===== src/common/lcd_cmd_pkg.sv =====
// Purpose: shared constants, command set and decode for the LCD command decoder
// Assumes: one 40 MHz clock, AHB-Lite word registers
// Notes:   byte addresses of the register window are listed here only
package lcd_cmd_pkg;

  // ==========================================================
  // register window (byte addresses)
  localparam logic [7:0] OFS_CMD    = 8'h00;
  localparam logic [7:0] OFS_DATA   = 8'h04;
  localparam logic [7:0] OFS_STATUS = 8'h08;
  localparam logic [7:0] OFS_SETUP  = 8'h0C;

  // status field positions
  localparam int STS_BUSY    = 0;
  localparam int STS_STANDBY = 1;
  localparam int STS_PTR     = 8;
  localparam int STS_COUNT   = 16;
  localparam int STS_STAGE   = 20;

  // setup readback field positions
  localparam int SET_OPTION  = 0;
  localparam int SET_DIVIDER = 2;
  localparam int SET_BANK    = 4;
  localparam int SET_SOE     = 5;
  localparam int SET_DISPLAY_SWITCH_CMD    = 6;
  localparam int SET_ICONS   = 7;
  localparam int SET_DOTBLK  = 8;
  localparam int SET_STYLE   = 9;
  localparam int SET_ICONROW = 10;

  // ==========================================================
  // values and counts
  localparam logic [7:0] BLANK_CODE      = 8'h20;
  localparam logic [5:0] PTR_RESET       = 6'h00;
  localparam logic [3:0] PTR_ROW_LAST    = 4'hB;
  localparam logic [3:0] BUSY_SRC_CYCLES = 4'hA;
  localparam logic [2:0] CONTRAST_MAX    = 3'h7;

  // ==========================================================
  // decoded commands
  typedef enum logic [3:0] {
    CMD_NONE, CMD_LOAD_PTR, CMD_OPTION, CMD_DIVIDER, CMD_BANK,
    CMD_CONTRAST, CMD_STANDBY, CMD_SERIAL_OUT, CMD_DISPLAY,
    CMD_ADVANCE, CMD_DOT_BLINK, CMD_GLYPH_BLINK, CMD_BLINK_STYLE,
    CMD_ICON_ROW
  } cmd_t;

  // bit patterns not listed decode to no operation
  function automatic cmd_t decode_cmd(input logic [7:0] b);
    cmd_t c;
    c = CMD_NONE;
    casez (b)
      8'b11??????: c = CMD_LOAD_PTR;
      8'b1011????: c = CMD_OPTION;
      8'b1010????: c = CMD_DIVIDER;
      8'b100?000?: c = CMD_BANK;
      8'b100?001?: c = CMD_CONTRAST;
      8'b100?0100: c = CMD_STANDBY;
      8'b100?011?: c = CMD_SERIAL_OUT;
      8'b100?100?: c = CMD_DISPLAY;
      8'b100?101?: c = CMD_ADVANCE;
      8'b100?110?: c = CMD_DOT_BLINK;
      8'b100?111?: c = CMD_BLINK_STYLE;
      8'b000?00??: c = CMD_GLYPH_BLINK;
      8'b011?????: c = CMD_ICON_ROW;
      default:     c = CMD_NONE;
    endcase
    return c;
  endfunction

endpackage


===== src/logic/contrast_counter.sv =====
// Purpose: 3-bit wrapping contrast counter with pin-selected stage offset
// Assumes: range pins already synchronised by the caller
// Notes:   the counter itself resets to zero, so the stage starts at the range minimum
`timescale 1ns/10ps
`default_nettype none
module contrast_counter
  import lcd_cmd_pkg::*;
(
  input  wire logic       clk_i,
  input  wire logic       rst_n_i,
  input  wire logic       step_i,
  input  wire logic       up_i,
  input  wire logic [1:0] range_i,
  output logic      [2:0] count_o,
  output logic      [3:0] stage_o
);

  // ==========================================================
  // counter, natural 3-bit wrap both ways
  always_ff @(posedge clk_i or negedge rst_n_i) begin
    if (!rst_n_i) begin
      count_o <= 3'h0;
    end else if (step_i) begin
      count_o <= up_i ? count_o + 3'h1 : count_o - 3'h1;
    end
  end

  // stage is count plus range offset, so reset lands on the range minimum
  always_ff @(posedge clk_i or negedge rst_n_i) begin
    if (!rst_n_i) begin
      stage_o <= 4'h0;
    end else begin
      stage_o <= {1'b0, count_o} + {2'b00, range_i};
    end
  end
endmodule
`default_nettype wire


===== src/logic/lcd_command_decoder.sv =====
// Purpose: command and data byte interpreter of a character/icon LCD controller
// Assumes: AHB-Lite single-word transfers, one clock, pins synchronised here
// Notes:   display memory is never reset; bytes are written to CMD or DATA
// How it works
// - command 11xxxxxx loads its low six bits into the pointer.
// - pointer loads into unused ranges xCH-xFH store 00H instead.
// - option command stores two bits: blank fill, blink cancel, both or none.
// - advance applies the option to the old location, then steps the pointer.
// - divider command sets source clock to input over 1/2/4/8 when external.
// - bank command, only in 1/9 duty, picks character locations 0-11 or 16-27.
// - commands and data reach any location whatever the bank.
// - contrast command steps a 3-bit counter up or down with wrap.
// - range pins offset the contrast stage; reset starts at the minimum.
// - standby command stops the oscillator and drives outputs to supply high.
// - in standby any byte with bit 0 set wakes and is executed.
// - serial output control, serial mode only: bit 0 enables, else high-z.
// - display command: off drives supply high, on shows icons or both.
// - pointer walks 0-11, 16-27, 32-43, 48-59, then back to 0.
// - dot blink mask mode stores data bytes as per-dot icon blink masks.
// - a blink mask bit on an unlit icon dot shows no blink.
// - host pads icon bytes; mask writes to 0-31 and 44-47 are ignored.
// - glyph blink command sets or clears blink at the pointer from bit 1.
// - blink style picks all-dots-on or all-dots-off alternation.
// - icon row command maps the two icon rows to common lines per duty.
// - pointer advances after data bytes, mask bytes, advance and glyph blink.
// - reset clears pointer and settings and leaves standby off.
// - each executed byte write except standby is busy for ten source cycles; the host must wait.
// - reset does not clear display memory.
//
// The AHB-Lite slave port and the register addresses were left to the implementer.
`timescale 1ns/10ps
`default_nettype none
module lcd_command_decoder
  import lcd_cmd_pkg::*;
(
  input  wire logic        clk_i,
  input  wire logic        rst_n_i,
  input  wire logic        hsel_i,
  input  wire logic [31:0] haddr_i,
  input  wire logic [1:0]  htrans_i,
  input  wire logic        hwrite_i,
  input  wire logic [2:0]  hsize_i,
  input  wire logic [31:0] hwdata_i,
  input  wire logic        hready_i,
  output logic      [31:0] hrdata_o,
  output logic             hreadyout_o,
  output logic             hresp_o,
  input  wire logic        osc_source_select_i,
  input  wire logic        serial_mode_i,
  input  wire logic        duty_1_9_i,
  input  wire logic        contrast_range_pin_a_i,
  input  wire logic        contrast_range_pin_b_i,
  input  wire logic [5:0]  scan_addr_i,
  output logic      [7:0]  scan_code_o,
  output logic             scan_glyph_blink_o,
  output logic      [4:0]  scan_icon_blink_o,
  output logic             scan_visible_o,
  output logic             osc_run_o,
  output logic             outputs_high_o,
  output logic             blink_style_o,
  output logic             source_tick_o,
  output logic             serial_out_oe_n_o,
  output logic      [3:0]  contrast_stage_o,
  output logic      [4:0]  icon1_line_o,
  output logic      [4:0]  icon2_line_o,
  output logic      [4:0]  glyph_first_line_o
);

  // ==========================================================
  // helpers
  function automatic logic is_icon(input logic [5:0] a);
    return a[5] && (a[3:2] != 2'b11);
  endfunction

  function automatic logic [5:0] ptr_step(input logic [5:0] a);
    if (a[3:0] == PTR_ROW_LAST) begin
      return {a[5:4] + 2'b01, 4'h0};
    end
    return a + 6'h01;
  endfunction

  // ==========================================================
  // pin synchronisers: only the second stage is read
  logic [4:0] pin_meta;
  logic [4:0] pin_sync;
  always_ff @(posedge clk_i or negedge rst_n_i) begin
    if (!rst_n_i) begin
      pin_meta <= 5'h00;
      pin_sync <= 5'h00;
    end else begin
      pin_meta <= {contrast_range_pin_b_i, contrast_range_pin_a_i,
                   duty_1_9_i, serial_mode_i, osc_source_select_i};
      pin_sync <= pin_meta;
    end
  end
  logic osc_sel;
  logic serial_mode;
  logic duty9;
  assign osc_sel     = pin_sync[0];
  assign serial_mode = pin_sync[1];
  assign duty9       = pin_sync[2];

  // ==========================================================
  // state
  logic [5:0] ptr;
  logic [1:0] option;
  logic [1:0] divider;
  logic       bank;
  logic       soe;
  logic       display_switch_cmd_on;
  logic       icons_only;
  logic       dot_blink;
  logic       style;
  logic [1:0] icon_row;
  logic       standby;
  logic [3:0] busy_cnt;
  logic [2:0] prescale;
  logic [2:0] count;
  logic       busy;
  logic       tick;
  logic [2:0] div_mask;

  // display memory, deliberately without reset
  logic [7:0] code_mem  [64];
  logic       gblink_mem[64];
  logic [4:0] imask_mem [64];

  // ==========================================================
  // AHB-Lite slave
  logic       dp_act;
  logic       dp_wr;
  logic [7:0] dp_addr;
  logic       take;
  logic       byte_wr;
  logic       is_cmd;
  logic       exec;
  logic       run;
  logic [7:0] b;
  cmd_t       cmd;
  logic       data_wr;
  logic       ptr_adv;
  logic [5:0] ptr_inc;
  logic [5:0] load_val;

  assign take    = hsel_i && htrans_i[1] && hready_i;
  assign is_cmd  = dp_addr == OFS_CMD;
  assign byte_wr = dp_act && dp_wr && (is_cmd || dp_addr == OFS_DATA);
  // a byte write waits in its data phase until the previous one is done
  assign hreadyout_o = !(byte_wr && busy);
  assign hresp_o     = 1'b0;
  assign b       = hwdata_i[7:0];
  assign exec    = byte_wr && !busy;
  // in standby only bytes with bit 0 set get through
  assign run     = exec && (!standby || b[0]);
  assign cmd     = (run && is_cmd) ? decode_cmd(b) : CMD_NONE;
  assign data_wr = run && !is_cmd;
  assign ptr_adv = data_wr || cmd == CMD_ADVANCE || cmd == CMD_GLYPH_BLINK;
  assign ptr_inc = ptr_step(ptr);
  assign load_val = (b[3:2] == 2'b11) ? PTR_RESET : b[5:0];

  // address phase capture; hsize is ignored, every access is a word
  always_ff @(posedge clk_i or negedge rst_n_i) begin
    if (!rst_n_i) begin
      dp_act  <= 1'b0;
      dp_wr   <= 1'b0;
      dp_addr <= 8'h00;
    end else if (hready_i) begin
      dp_act  <= take;
      dp_wr   <= hwrite_i;
      dp_addr <= haddr_i[7:0];
    end
  end

  // read data sampled at the address phase; unmapped reads give zero
  always_ff @(posedge clk_i or negedge rst_n_i) begin
    if (!rst_n_i) begin
      hrdata_o <= 32'h0000_0000;
    end else if (take && !hwrite_i) begin
      hrdata_o <= 32'h0000_0000;
      case (haddr_i[7:0])
        OFS_DATA: hrdata_o[7:0] <= code_mem[ptr];
        OFS_STATUS: begin
          hrdata_o[STS_BUSY]          <= busy;
          hrdata_o[STS_STANDBY]       <= standby;
          hrdata_o[STS_PTR+:6]        <= ptr;
          hrdata_o[STS_COUNT+:3]      <= count;
          hrdata_o[STS_STAGE+:4]      <= contrast_stage_o;
        end
        OFS_SETUP: begin
          hrdata_o[SET_OPTION+:2]     <= option;
          hrdata_o[SET_DIVIDER+:2]    <= divider;
          hrdata_o[SET_BANK]          <= bank;
          hrdata_o[SET_SOE]           <= soe;
          hrdata_o[SET_DISPLAY_SWITCH_CMD]          <= display_switch_cmd_on;
          hrdata_o[SET_ICONS]         <= icons_only;
          hrdata_o[SET_DOTBLK]        <= dot_blink;
          hrdata_o[SET_STYLE]         <= style;
          hrdata_o[SET_ICONROW+:2]    <= icon_row;
        end
        default: hrdata_o <= 32'h0000_0000;
      endcase
    end
  end

  // ==========================================================
  // source clock: divider only applies to an external clock
  always_comb begin
    case (osc_sel ? 2'b00 : divider)
      2'b01:   div_mask = 3'h1;
      2'b10:   div_mask = 3'h3;
      2'b11:   div_mask = 3'h7;
      default: div_mask = 3'h0;
    endcase
  end
  // the oscillator is stopped in standby, so no ticks then
  assign tick = !standby && ((prescale & div_mask) == div_mask);

  always_ff @(posedge clk_i or negedge rst_n_i) begin
    if (!rst_n_i) begin
      prescale <= 3'h0;
    end else if (!standby) begin
      prescale <= prescale + 3'h1;
    end
  end

  always_ff @(posedge clk_i or negedge rst_n_i) begin
    if (!rst_n_i) begin
      source_tick_o <= 1'b0;
    end else begin
      source_tick_o <= tick;
    end
  end

  // busy counts source cycles; standby entry drops it as nothing is pending
  assign busy = busy_cnt != 4'h0;
  always_ff @(posedge clk_i or negedge rst_n_i) begin
    if (!rst_n_i) begin
      busy_cnt <= 4'h0;
    end else if (cmd == CMD_STANDBY) begin
      busy_cnt <= 4'h0;
    end else if (run) begin
      busy_cnt <= BUSY_SRC_CYCLES;
    end else if (tick && busy) begin
      busy_cnt <= busy_cnt - 4'h1;
    end
  end

  // ==========================================================
  // standby
  always_ff @(posedge clk_i or negedge rst_n_i) begin
    if (!rst_n_i) begin
      standby <= 1'b0;
    end else if (run && standby) begin
      standby <= 1'b0;
    end else if (cmd == CMD_STANDBY) begin
      standby <= 1'b1;
    end
  end

  // ==========================================================
  // address pointer
  always_ff @(posedge clk_i or negedge rst_n_i) begin
    if (!rst_n_i) begin
      ptr <= PTR_RESET;
    end else if (cmd == CMD_STANDBY) begin
      ptr <= PTR_RESET;
    end else if (cmd == CMD_LOAD_PTR) begin
      ptr <= load_val;
    end else if (ptr_adv) begin
      ptr <= ptr_inc;
    end
  end

  // ==========================================================
  // settings
  always_ff @(posedge clk_i or negedge rst_n_i) begin
    if (!rst_n_i) begin
      option     <= 2'b00;
      divider    <= 2'b00;
      bank       <= 1'b0;
      soe        <= 1'b0;
      display_switch_cmd_on    <= 1'b0;
      icons_only <= 1'b0;
      dot_blink  <= 1'b0;
      style      <= 1'b0;
      icon_row   <= 2'b00;
    end else begin
      case (cmd)
        CMD_OPTION:      option <= b[1:0];
        CMD_DIVIDER:     divider <= b[1:0];
        CMD_BANK:        if (duty9) bank <= b[0];
        CMD_SERIAL_OUT:  if (serial_mode) soe <= b[0];
        CMD_DISPLAY: begin
          display_switch_cmd_on    <= b[0];
          icons_only <= b[4];
        end
        CMD_DOT_BLINK:   dot_blink <= b[0];
        CMD_BLINK_STYLE: style <= b[0];
        CMD_ICON_ROW:    icon_row <= b[1:0];
        default:         option <= option;
      endcase
    end
  end

  contrast_counter u_contrast (
    .clk_i   (clk_i),
    .rst_n_i (rst_n_i),
    .step_i  (cmd == CMD_CONTRAST),
    .up_i    (b[0]),
    .range_i (pin_sync[4:3]),
    .count_o (count),
    .stage_o (contrast_stage_o)
  );

  // ==========================================================
  // display memory writes; any location, bank does not matter
  always_ff @(posedge clk_i) begin
    if (data_wr && !dot_blink) begin
      code_mem[ptr] <= b;
    end else if (cmd == CMD_ADVANCE && option[0]) begin
      code_mem[ptr] <= BLANK_CODE;
    end
    if (cmd == CMD_GLYPH_BLINK) begin
      gblink_mem[ptr] <= b[1];
    end else if (cmd == CMD_ADVANCE && option[1]) begin
      gblink_mem[ptr] <= 1'b0;
    end
    // mask bytes to non-icon locations are dropped; top bits are padding
    if (data_wr && dot_blink && is_icon(ptr)) begin
      imask_mem[ptr] <= b[4:0];
    end
  end

  // ==========================================================
  // scan port for the waveform side
  always_ff @(posedge clk_i or negedge rst_n_i) begin
    if (!rst_n_i) begin
      scan_code_o        <= 8'h00;
      scan_glyph_blink_o <= 1'b0;
      scan_icon_blink_o  <= 5'h00;
      scan_visible_o     <= 1'b0;
    end else begin
      scan_code_o        <= code_mem[scan_addr_i];
      scan_glyph_blink_o <= gblink_mem[scan_addr_i] && !is_icon(scan_addr_i);
      // a mask on an unlit dot has nothing to blink
      scan_icon_blink_o  <= is_icon(scan_addr_i) ?
                            imask_mem[scan_addr_i] & code_mem[scan_addr_i][4:0] : 5'h00;
      scan_visible_o     <= display_switch_cmd_on && !standby && (is_icon(scan_addr_i) ||
                            (!icons_only && (!duty9 || scan_addr_i[4] == bank)));
    end
  end

  // ==========================================================
  // drive-level outputs
  always_ff @(posedge clk_i or negedge rst_n_i) begin
    if (!rst_n_i) begin
      osc_run_o         <= 1'b1;
      outputs_high_o    <= 1'b1;
      blink_style_o     <= 1'b0;
      serial_out_oe_n_o <= 1'b1;
    end else begin
      osc_run_o         <= !standby;
      outputs_high_o    <= standby || !display_switch_cmd_on;
      blink_style_o     <= style;
      serial_out_oe_n_o <= !(serial_mode && soe);
    end
  end

  // icon row to common line map; character rows follow the same choice
  always_ff @(posedge clk_i or negedge rst_n_i) begin
    if (!rst_n_i) begin
      icon1_line_o       <= 5'h01;
      icon2_line_o       <= 5'h02;
      glyph_first_line_o <= 5'h03;
    end else begin
      casez (icon_row)
        2'b00: begin
          icon1_line_o       <= 5'h01;
          icon2_line_o       <= 5'h02;
          glyph_first_line_o <= 5'h03;
        end
        2'b01: begin
          icon1_line_o       <= duty9 ? 5'h08 : 5'h0F;
          icon2_line_o       <= duty9 ? 5'h09 : 5'h10;
          glyph_first_line_o <= 5'h01;
        end
        default: begin
          icon1_line_o       <= duty9 ? 5'h09 : 5'h10;
          icon2_line_o       <= 5'h01;
          glyph_first_line_o <= 5'h02;
        end
      endcase
    end
  end
endmodule
`default_nettype wire


===== config.mk =====
export PLATFORM = sky130hd
export DESIGN_NAME = lcd_command_decoder
export DESIGN_NICKNAME = d
export VERILOG_FILES = /design/src/common/lcd_cmd_pkg.sv /design/src/logic/contrast_counter.sv /design/src/logic/lcd_command_decoder.sv
export SDC_FILE = /design/constraint.sdc
export NUM_CORES = 1
export LEC_CHECK = 0
export BUFFER_PORTS_ARGS = -buffer_cell sky130_fd_sc_hd__buf_4
export CAP_MARGIN = 30
export CORE_ASPECT_RATIO = 1.1
export CORE_MARGIN = 1.5
export CORE_UTILIZATION = 61
export DETAILED_ROUTE_END_ITERATION = 12
export PLACE_DENSITY = 0.79
export SYNTH_ARGS = -nofsm -noshare
export SYNTH_HDL_FRONTEND = slang
export SYNTH_HIERARCHICAL = 1
export SYNTH_SLANG_ARGS = --single-unit

===== constraint.sdc =====
create_clock -name clk_i -period 3.2 [get_ports clk_i]
set_input_delay 0 -clock clk_i [delete_from_list [all_inputs] [get_ports clk_i]]
set_output_delay 0 -clock clk_i [all_outputs]
set_load 0.1 [all_outputs]

**Word-level counts from Yosys, hierarchy flattened**

Memories as Yosys holds them, arrays and structs flattened.
Cells that the tools add are included.

- Input port bits: 85
- Flip-flop bits (word level): 109
- Bits in read-only memories: 0
- Output and inout port bits: 73
- Logic and storage cells: 181
- Bits in writable memories: 896
- Bits in latches: 0
- Memories: 3

- Bitwise gates (word level): 4
- Mux-type cells: 43
- $lt $le $gt $ge: 0
- Multipliers: 0
- Div/mod/pow operators: 0
- Shifts and indexed selects: 0
- $add $sub $neg: 7
- Reduce and logical (&&, ||, !) cells: 52
- Equal/unequal tests: 39

Memory list:

| name | depth | bits a word | read ports | clocked after memory_dff | write ports | RTL line | RTL |
|---|---|---|---|---|---|---|---|
| code_mem | 64 | 8 | 2 | 0 | 1 | lcd_command_decoder.sv:124 | `logic [7:0] code_mem [64];` |
| imask_mem | 64 | 5 | 1 | 0 | 1 | lcd_command_decoder.sv:126 | `logic [4:0] imask_mem [64];` |
| gblink_mem | 64 | 1 | 1 | 0 | 1 | lcd_command_decoder.sv:125 | `logic gblink_mem[64];` |

Operators with widths:

| operator | count |
|---|---|
| case mux 4 bit (13 select lines) | 1 |
| == test 6 bit (second input constant) | 7 |
| == test 4 bit (second input constant) | 9 |
| 2-to-1 mux 6 bit | 6 |
| logical AND 1 bit | 25 |
| 2-to-1 mux 4 bit | 5 |
| case mux 5 bit (2 select lines) | 2 |
| == test 4 x 3 -> 1 bit (second input constant) | 4 |
| == test 8 x 3 -> 1 bit (second input constant) | 2 |
| == test 8 x 4 -> 1 bit (second input constant) | 2 |
| 2-to-1 mux 1 bit | 16 |
| case mux 6 bit (2 select lines) | 1 |
| zero test 1 bit | 11 |
| 2-to-1 mux 5 bit | 2 |
| 2-to-1 mux 3 bit | 3 |
| case mux 3 bit (3 select lines) | 1 |
| == test 2 bit (second input constant) | 4 |
| == test 4 x 2 -> 1 bit (second input constant) | 2 |
| zero test 8 bit | 1 |
| 2-to-1 mux 8 bit | 1 |
| case mux 4 bit (2 select lines) | 1 |
| == test 7 bit (second input constant) | 1 |
| logical OR 1 bit | 7 |
| adder 3 x 1 -> 3 bit (second input constant) | 2 |
| 23 further kinds | 29 |

**Logic depth before layout (Yosys ltp)**

- Depth in word-level cells: 13
- Mapped depth: 11
- Depth with buffers taken out: 9

**Hierarchy**

Netlist, hierarchy kept.

By module, submodules not included:

| module | cells an instance | times used | sequential area each (µm²) | area an instance (µm²) |
|---|---|---|---|---|
| lcd_command_decoder | 2243 | 1 | 22710.5 | 35387.7 |
| contrast_counter | 20 | 1 | 175.2 | 305.3 |

**Least setup slack after synthesis**

OpenSTA, ideal clock, no wires.

- Kind: input to register
- From: input hwdata_i[5]
- To: memory gblink_mem[0] (data pin)
- Setup slack: 0.180 ns
- Data required time: 2.731 ns
- Buffers on the path: 1
- Arrival: 2.551 ns
- Stages on the path: 6
- Setup time: 0.469 ns
- Path through: buf_6 > nor2b_1 > a311o_1 > a221oi_4 > nor2_2 > a31oi_1

- Cells in the longest elaborated chain, start to end: 9
- Elaborated cells on any way between the ends: 21
- Classes of those cells: 13 x eq/ne; 6 x mux; 2 x reduce/logical

Ends and longest elaborated chain:

| item | RTL line | RTL |
|---|---|---|
| from (decl) | lcd_command_decoder.sv:43 | `input wire logic [31:0] hwdata_i,` |
| == test 7 bit (tied with other cells) | lcd_cmd_pkg.sv:52 | `casez (b)` |
| case mux 4 bit (13 select lines) * | lcd_cmd_pkg.sv:52 |  |
| 2-to-1 mux 4 bit * | lcd_command_decoder.sv:155 | `assign cmd = (run && is_cmd) ? decode_cmd(b) : CMD_NONE;` |
| == test 4 bit | lcd_command_decoder.sv:325 | `end else if (cmd == CMD_ADVANCE && option[1]) begin` |
| logical AND 1 bit | lcd_command_decoder.sv:325 |  |
| 2-to-1 mux 1 bit | lcd_command_decoder.sv:325 |  |
| 2-to-1 mux 1 bit * | lcd_command_decoder.sv:323 | `if (cmd == CMD_GLYPH_BLINK) begin` |
| 2-to-1 mux 1 bit (implied by the code) * | lcd_command_decoder.sv:326 | `gblink_mem[ptr] <= 1'b0;` |
| 2-to-1 mux 1 bit (no source line) * | - |  |
| to (decl) | lcd_command_decoder.sv:125 |  |

Mark *: on every way between the ends. The rest lies on a longest branch, timed or not.

**Worst setup path after layout**

- From: register ptr[1]
- To: register hrdata_o[0]

- Cells in the longest elaborated chain, start to end: 2

Ends and longest elaborated chain:

| item | RTL line | RTL |
|---|---|---|
| from (decl) | lcd_command_decoder.sv:105 | `logic [5:0] ptr;` |
| from (signal assigned) | lcd_command_decoder.sv:268 | `ptr <= load_val;` |
| from (signal assigned) | lcd_command_decoder.sv:270 | `ptr <= ptr_inc;` |
| memory read (64 x 8 bit) | - |  |
| case mux 2 bit (3 select lines) | lcd_command_decoder.sv:180 | `case (haddr_i[7:0])` |
| to (signal assigned) | lcd_command_decoder.sv:181 | `OFS_DATA: hrdata_o[7:0] <= code_mem[ptr];` |
| to (signal, indexed assignment) | lcd_command_decoder.sv:183 | `hrdata_o[STS_BUSY] <= busy;` |
| to (signal, indexed assignment) | lcd_command_decoder.sv:184 | `hrdata_o[STS_STANDBY] <= standby;` |
| to (decl) | lcd_command_decoder.sv:45 | `output logic [31:0] hrdata_o,` |

No other way between the ends.
A chain may end at the register's enable or synchronous reset.

==> flow_metrics.py <==
metrics = {
    "setup_path": {
        "path_buf_inv": 1,
        "slowest_stage": "dfrtp_4",
        "crit_path_max_incr_delay_ns": 0.63,
        "cp.required_ns": 3.68,
        "path_max_fanout": 46,
        "critPathKind": "reg2reg",
        "cpMostUsedCell": "a211oi_1",
        "r2r-end": "hrdata_o[0]$_DFFE_PN0P_",
        "end_kind": "flop",
        "worst-r2r-setup-slack_ns": 0.06,
        "r2r_cells": 8,
        "start_kind": "flop",
        "path_cells": "buf_12, mux2_2, a221oi_1, a21oi_1, a211oi_1, o21ai_0, a211oi_1, nor2_1",
        "timing.rr.start": "ptr[1]$_DFFE_PN0P_",
        "cpLargestDelayFamily": "compound AO/OA/AOI/OAI gates",
        "arrival_ns": 3.62,
    },
    "timing": {
        "fin_crit_ns": 3.14,
        "fin_hold_ws_ns": -0.0560,
        "finalSetupTns_ns": 0,
        "grt_setup_unrepaired": "no",
        "clock_skew_ns": 0.0341,
        "worstMarginPinSlew_ns": 0.860,
        "final_hold_viol_count": 10,
        "fin_crit_sh": 0.983,
        "maxSlewHeadroom": 0.424,
        "slew_viol_final": 0,
        "finalWorstSetupSlack_ns": 0.0555,
        "setup_violations": 0,
        "timing.fmax_mhz": 318,
    },
    "run_status": {
        "status": "finished with violations",
        "violations": "hold timing",
    },
    "floorplanning": {
        "io-pin-count": 158,
        "die_area_sq_mm": 0.0600,
        "fp.dieH_um": 257,
        "die_w_um": 234,
        "num_rows": 92,
        "core_area_sq_mm": 0.0576,
        "initial_core_util": 0.620,
    },
    "drt": {
        "first_iter_violations": 3716,
        "detail_route.wl_per_cell_um": 33.5,
        "vias": 24200,
        "avgViaCountPerCell": 7.31,
        "ant_nets": 0,
        "drt-pass1-iter-count": 8,
        "remaining_drc_errors": 0,
        "wl_um": 111000,
    },
    "synthesis": {
        "yosysTopAreaCellShare": 0.569,
        "synth.area.top_cells": "edfxtp_1 57%, mux4_2 14%, dfrtp_1 6.7%",
        "synth_top_cell_by_area": "edfxtp_1",
        "synth_seq_area_share": 0.641,
        "yosys_most_used_dff": "edfxtp_1",
        "yosysWarnings": 6,
        "synthTopCellsByCount": "676 x edfxtp_1, 218 x mux4_2, 187 x nor2_1, 138 x nand2_1, 96 x dfrtp_1",
        "ys_seq_elements": 779,
        "synth_edf_count": 676,
        "synth_area_sq_mm": 0.0357,
        "yosysUniqueCellTypes": 84,
        "synth_area_per_cell_sq_um": 15.8,
        "ys_async_sr_fraction": 0.132,
        "synth.most_common_cell": "edfxtp_1",
        "syn_inst": 2263,
    },
    "hold_path": {
        "holdCritPathClass": "in2async",
    },
    "place": {
        "finalWeightedCongestion": 0.977,
        "place_ws_ns": 0.170,
        "port_buffers": 89,
        "dp_hpwl_um": 72300,
    },
    "cells_and_area": {
        "drive_above_1_share": 0.298,
        "multi_input_area_sq_mm": 0.0119,
        "final_nets": 2599,
        "regArea_sq_mm": 0.0229,
        "syn_to_final_growth_pct": 15.6,
        "fillerInstances": 3496,
    },
    "grt": {
        "overflow": 0,
        "antenna_found_initial": 2,
        "grt_pass1_wl_um": 162000,
        "groute.usage.overall": 0.378,
        "grt_max_degree": 104,
        "grt_pass1_vias": 24400,
    },
    "run": {
        "drv_cap": 0,
    },
    "clock_network": {
        "clk_latency_ns": 0.64,
        "cts_buffer_depth": 3,
        "clkSlewWorstSetupHoldPaths_ns": 0.06,
        "htreeDepth": 3,
        "cts_inserted_buffers": 76,
        "root_buffer": "clkbuf_16",
        "cts_tree": "done",
        "post-cts-setup-buffers": 0,
        "cts_num_sinks": 779,
    },
    "pwr": {
        "power_density_mw_per_mm2": 531,
        "ir_worst_vdd_mv": 0.514,
        "p_leak_uw": 0.0139,
    },
}
-- repair_timing --
action / CTS / global route
hold endpoints to repair: 267 / 0
hold buffers: 40 / 0
setup endpoints to repair: 0 / 192
resized for setup: 0 / 1
-- registers in the layout (all words and copies together) (netlist names), 2 cells and up --
register            count
code_mem              512
imask_mem             120
gblink_mem             44
hrdata_o               21
dp_addr                 8
scan_code_o             8
ptr                     6
pin_meta                5
pin_sync                5
scan_icon_blink_o       5
busy_cnt                4
icon1_line_o            4
u_contrast/stage_o      4
icon2_line_o            3
prescale                3
u_contrast/count_o      3
divider                 2
glyph_first_line_o      2
icon_row                2
option                  2
-- layer usage --
layer	GRT usage	part of all wire
met1	0.481	0.32
met2	0.571	0.46
met3	0.100	0.14
met4	0.259	0.081
met5	0.0115	0.00088
-- per-stage QoR --
step	instance area [sq um]	std cells	utilization	hold slack, ns	power [uW]
after floorplan	35700	2278	-	-0.296	12500
after global placement	38300	3136	0.666	0.106	13000
after detailed placement	38300	3136	0.666	0.110	13000
after CTS	41200	3312	0.716	0.00266	21900
after global routing	41300	3314	0.717	0.00964	22400
final	41300	3315	0.717	-0.0560	21900
-- report_power, final --
part           internal (uW)  total [uW]  switching (uW)
clock                   5160        8990            3830
combinational            611        1720            1110
sequential             11100       11200            74.9
-- cell type report --
type,count,area share
tap,752,0.0228
antenna,2,0.000121
inverter,21,0.00191
clock buffer,98,0.0521
timing repair buffer,343,0.0717
clock inverter,38,0.00834
multi-input combinational,1282,0.288
sequential,779,0.555
-- layout by cell type (no fill, tap or decap), types with 11 or more instances in the layout --
cell type,instances
inv_1,17
mux2i_1,75
nor3_1,27
a221oi_1,65
a22oi_1,34
clkinv_1,11
dlygate4sd3_1,40
buf_12,21
o21ai_0,73
dfrtp_1,92
o211ai_1,16
clkbuf_1,11
nor2b_1,15
nand2_1,137
nor2_1,185
conb_1,16
clkbuf_16,81
buf_4,279
a21oi_1,85
o221ai_1,16
mux4_2,218
a31oi_1,13
a211oi_1,11
edfxtp_1,676
a22o_1,20
clkinv_2,15
nand3_1,31
mux2_2,76
-- worst min-delay path, delay by kind of cell --
| family | cells | cell delay [ns] |
|---|---|---|
| buf+inv | 3 | 1.04 |
-- cells by family after synthesis --
logic type	share of synthesized area
flip-flops	0.641
AND/OR/NAND/NOR	0.0602
AO/OA/AOI/OAI	0.0809
multiplexers	0.183
buffers and inverters	0.0288
adder cells (fa/ha/maj)	0.00428
XOR/XNOR	0.00196
other	0.000105
-- how the worst max path moves through the flow --
| stage | startpoint | to | cells after the start |
|---|---|---|---|
| floorplan | hwdata_i[5] | gblink_mem[0]$_DFFE_PP_ | 6 |
| global placement | ptr[1]$_DFFE_PN0P_ | hrdata_o[0]$_DFFE_PN0P_ | 8 |
| detailed placement | busy_cnt[0]$_DFFE_PN0P_ | gblink_mem[21]$_DFFE_PP_ | 9 |
| CTS | busy_cnt[0]$_DFFE_PN0P_ | gblink_mem[21]$_DFFE_PP_ | 9 |
| global route | busy_cnt[0]$_DFFE_PN0P_ | gblink_mem[21]$_DFFE_PP_ | 9 |
| finish | ptr[1]$_DFFE_PN0P_ | hrdata_o[0]$_DFFE_PN0P_ | 8 |
Note: power is estimated with default switching activity, not from simulation.
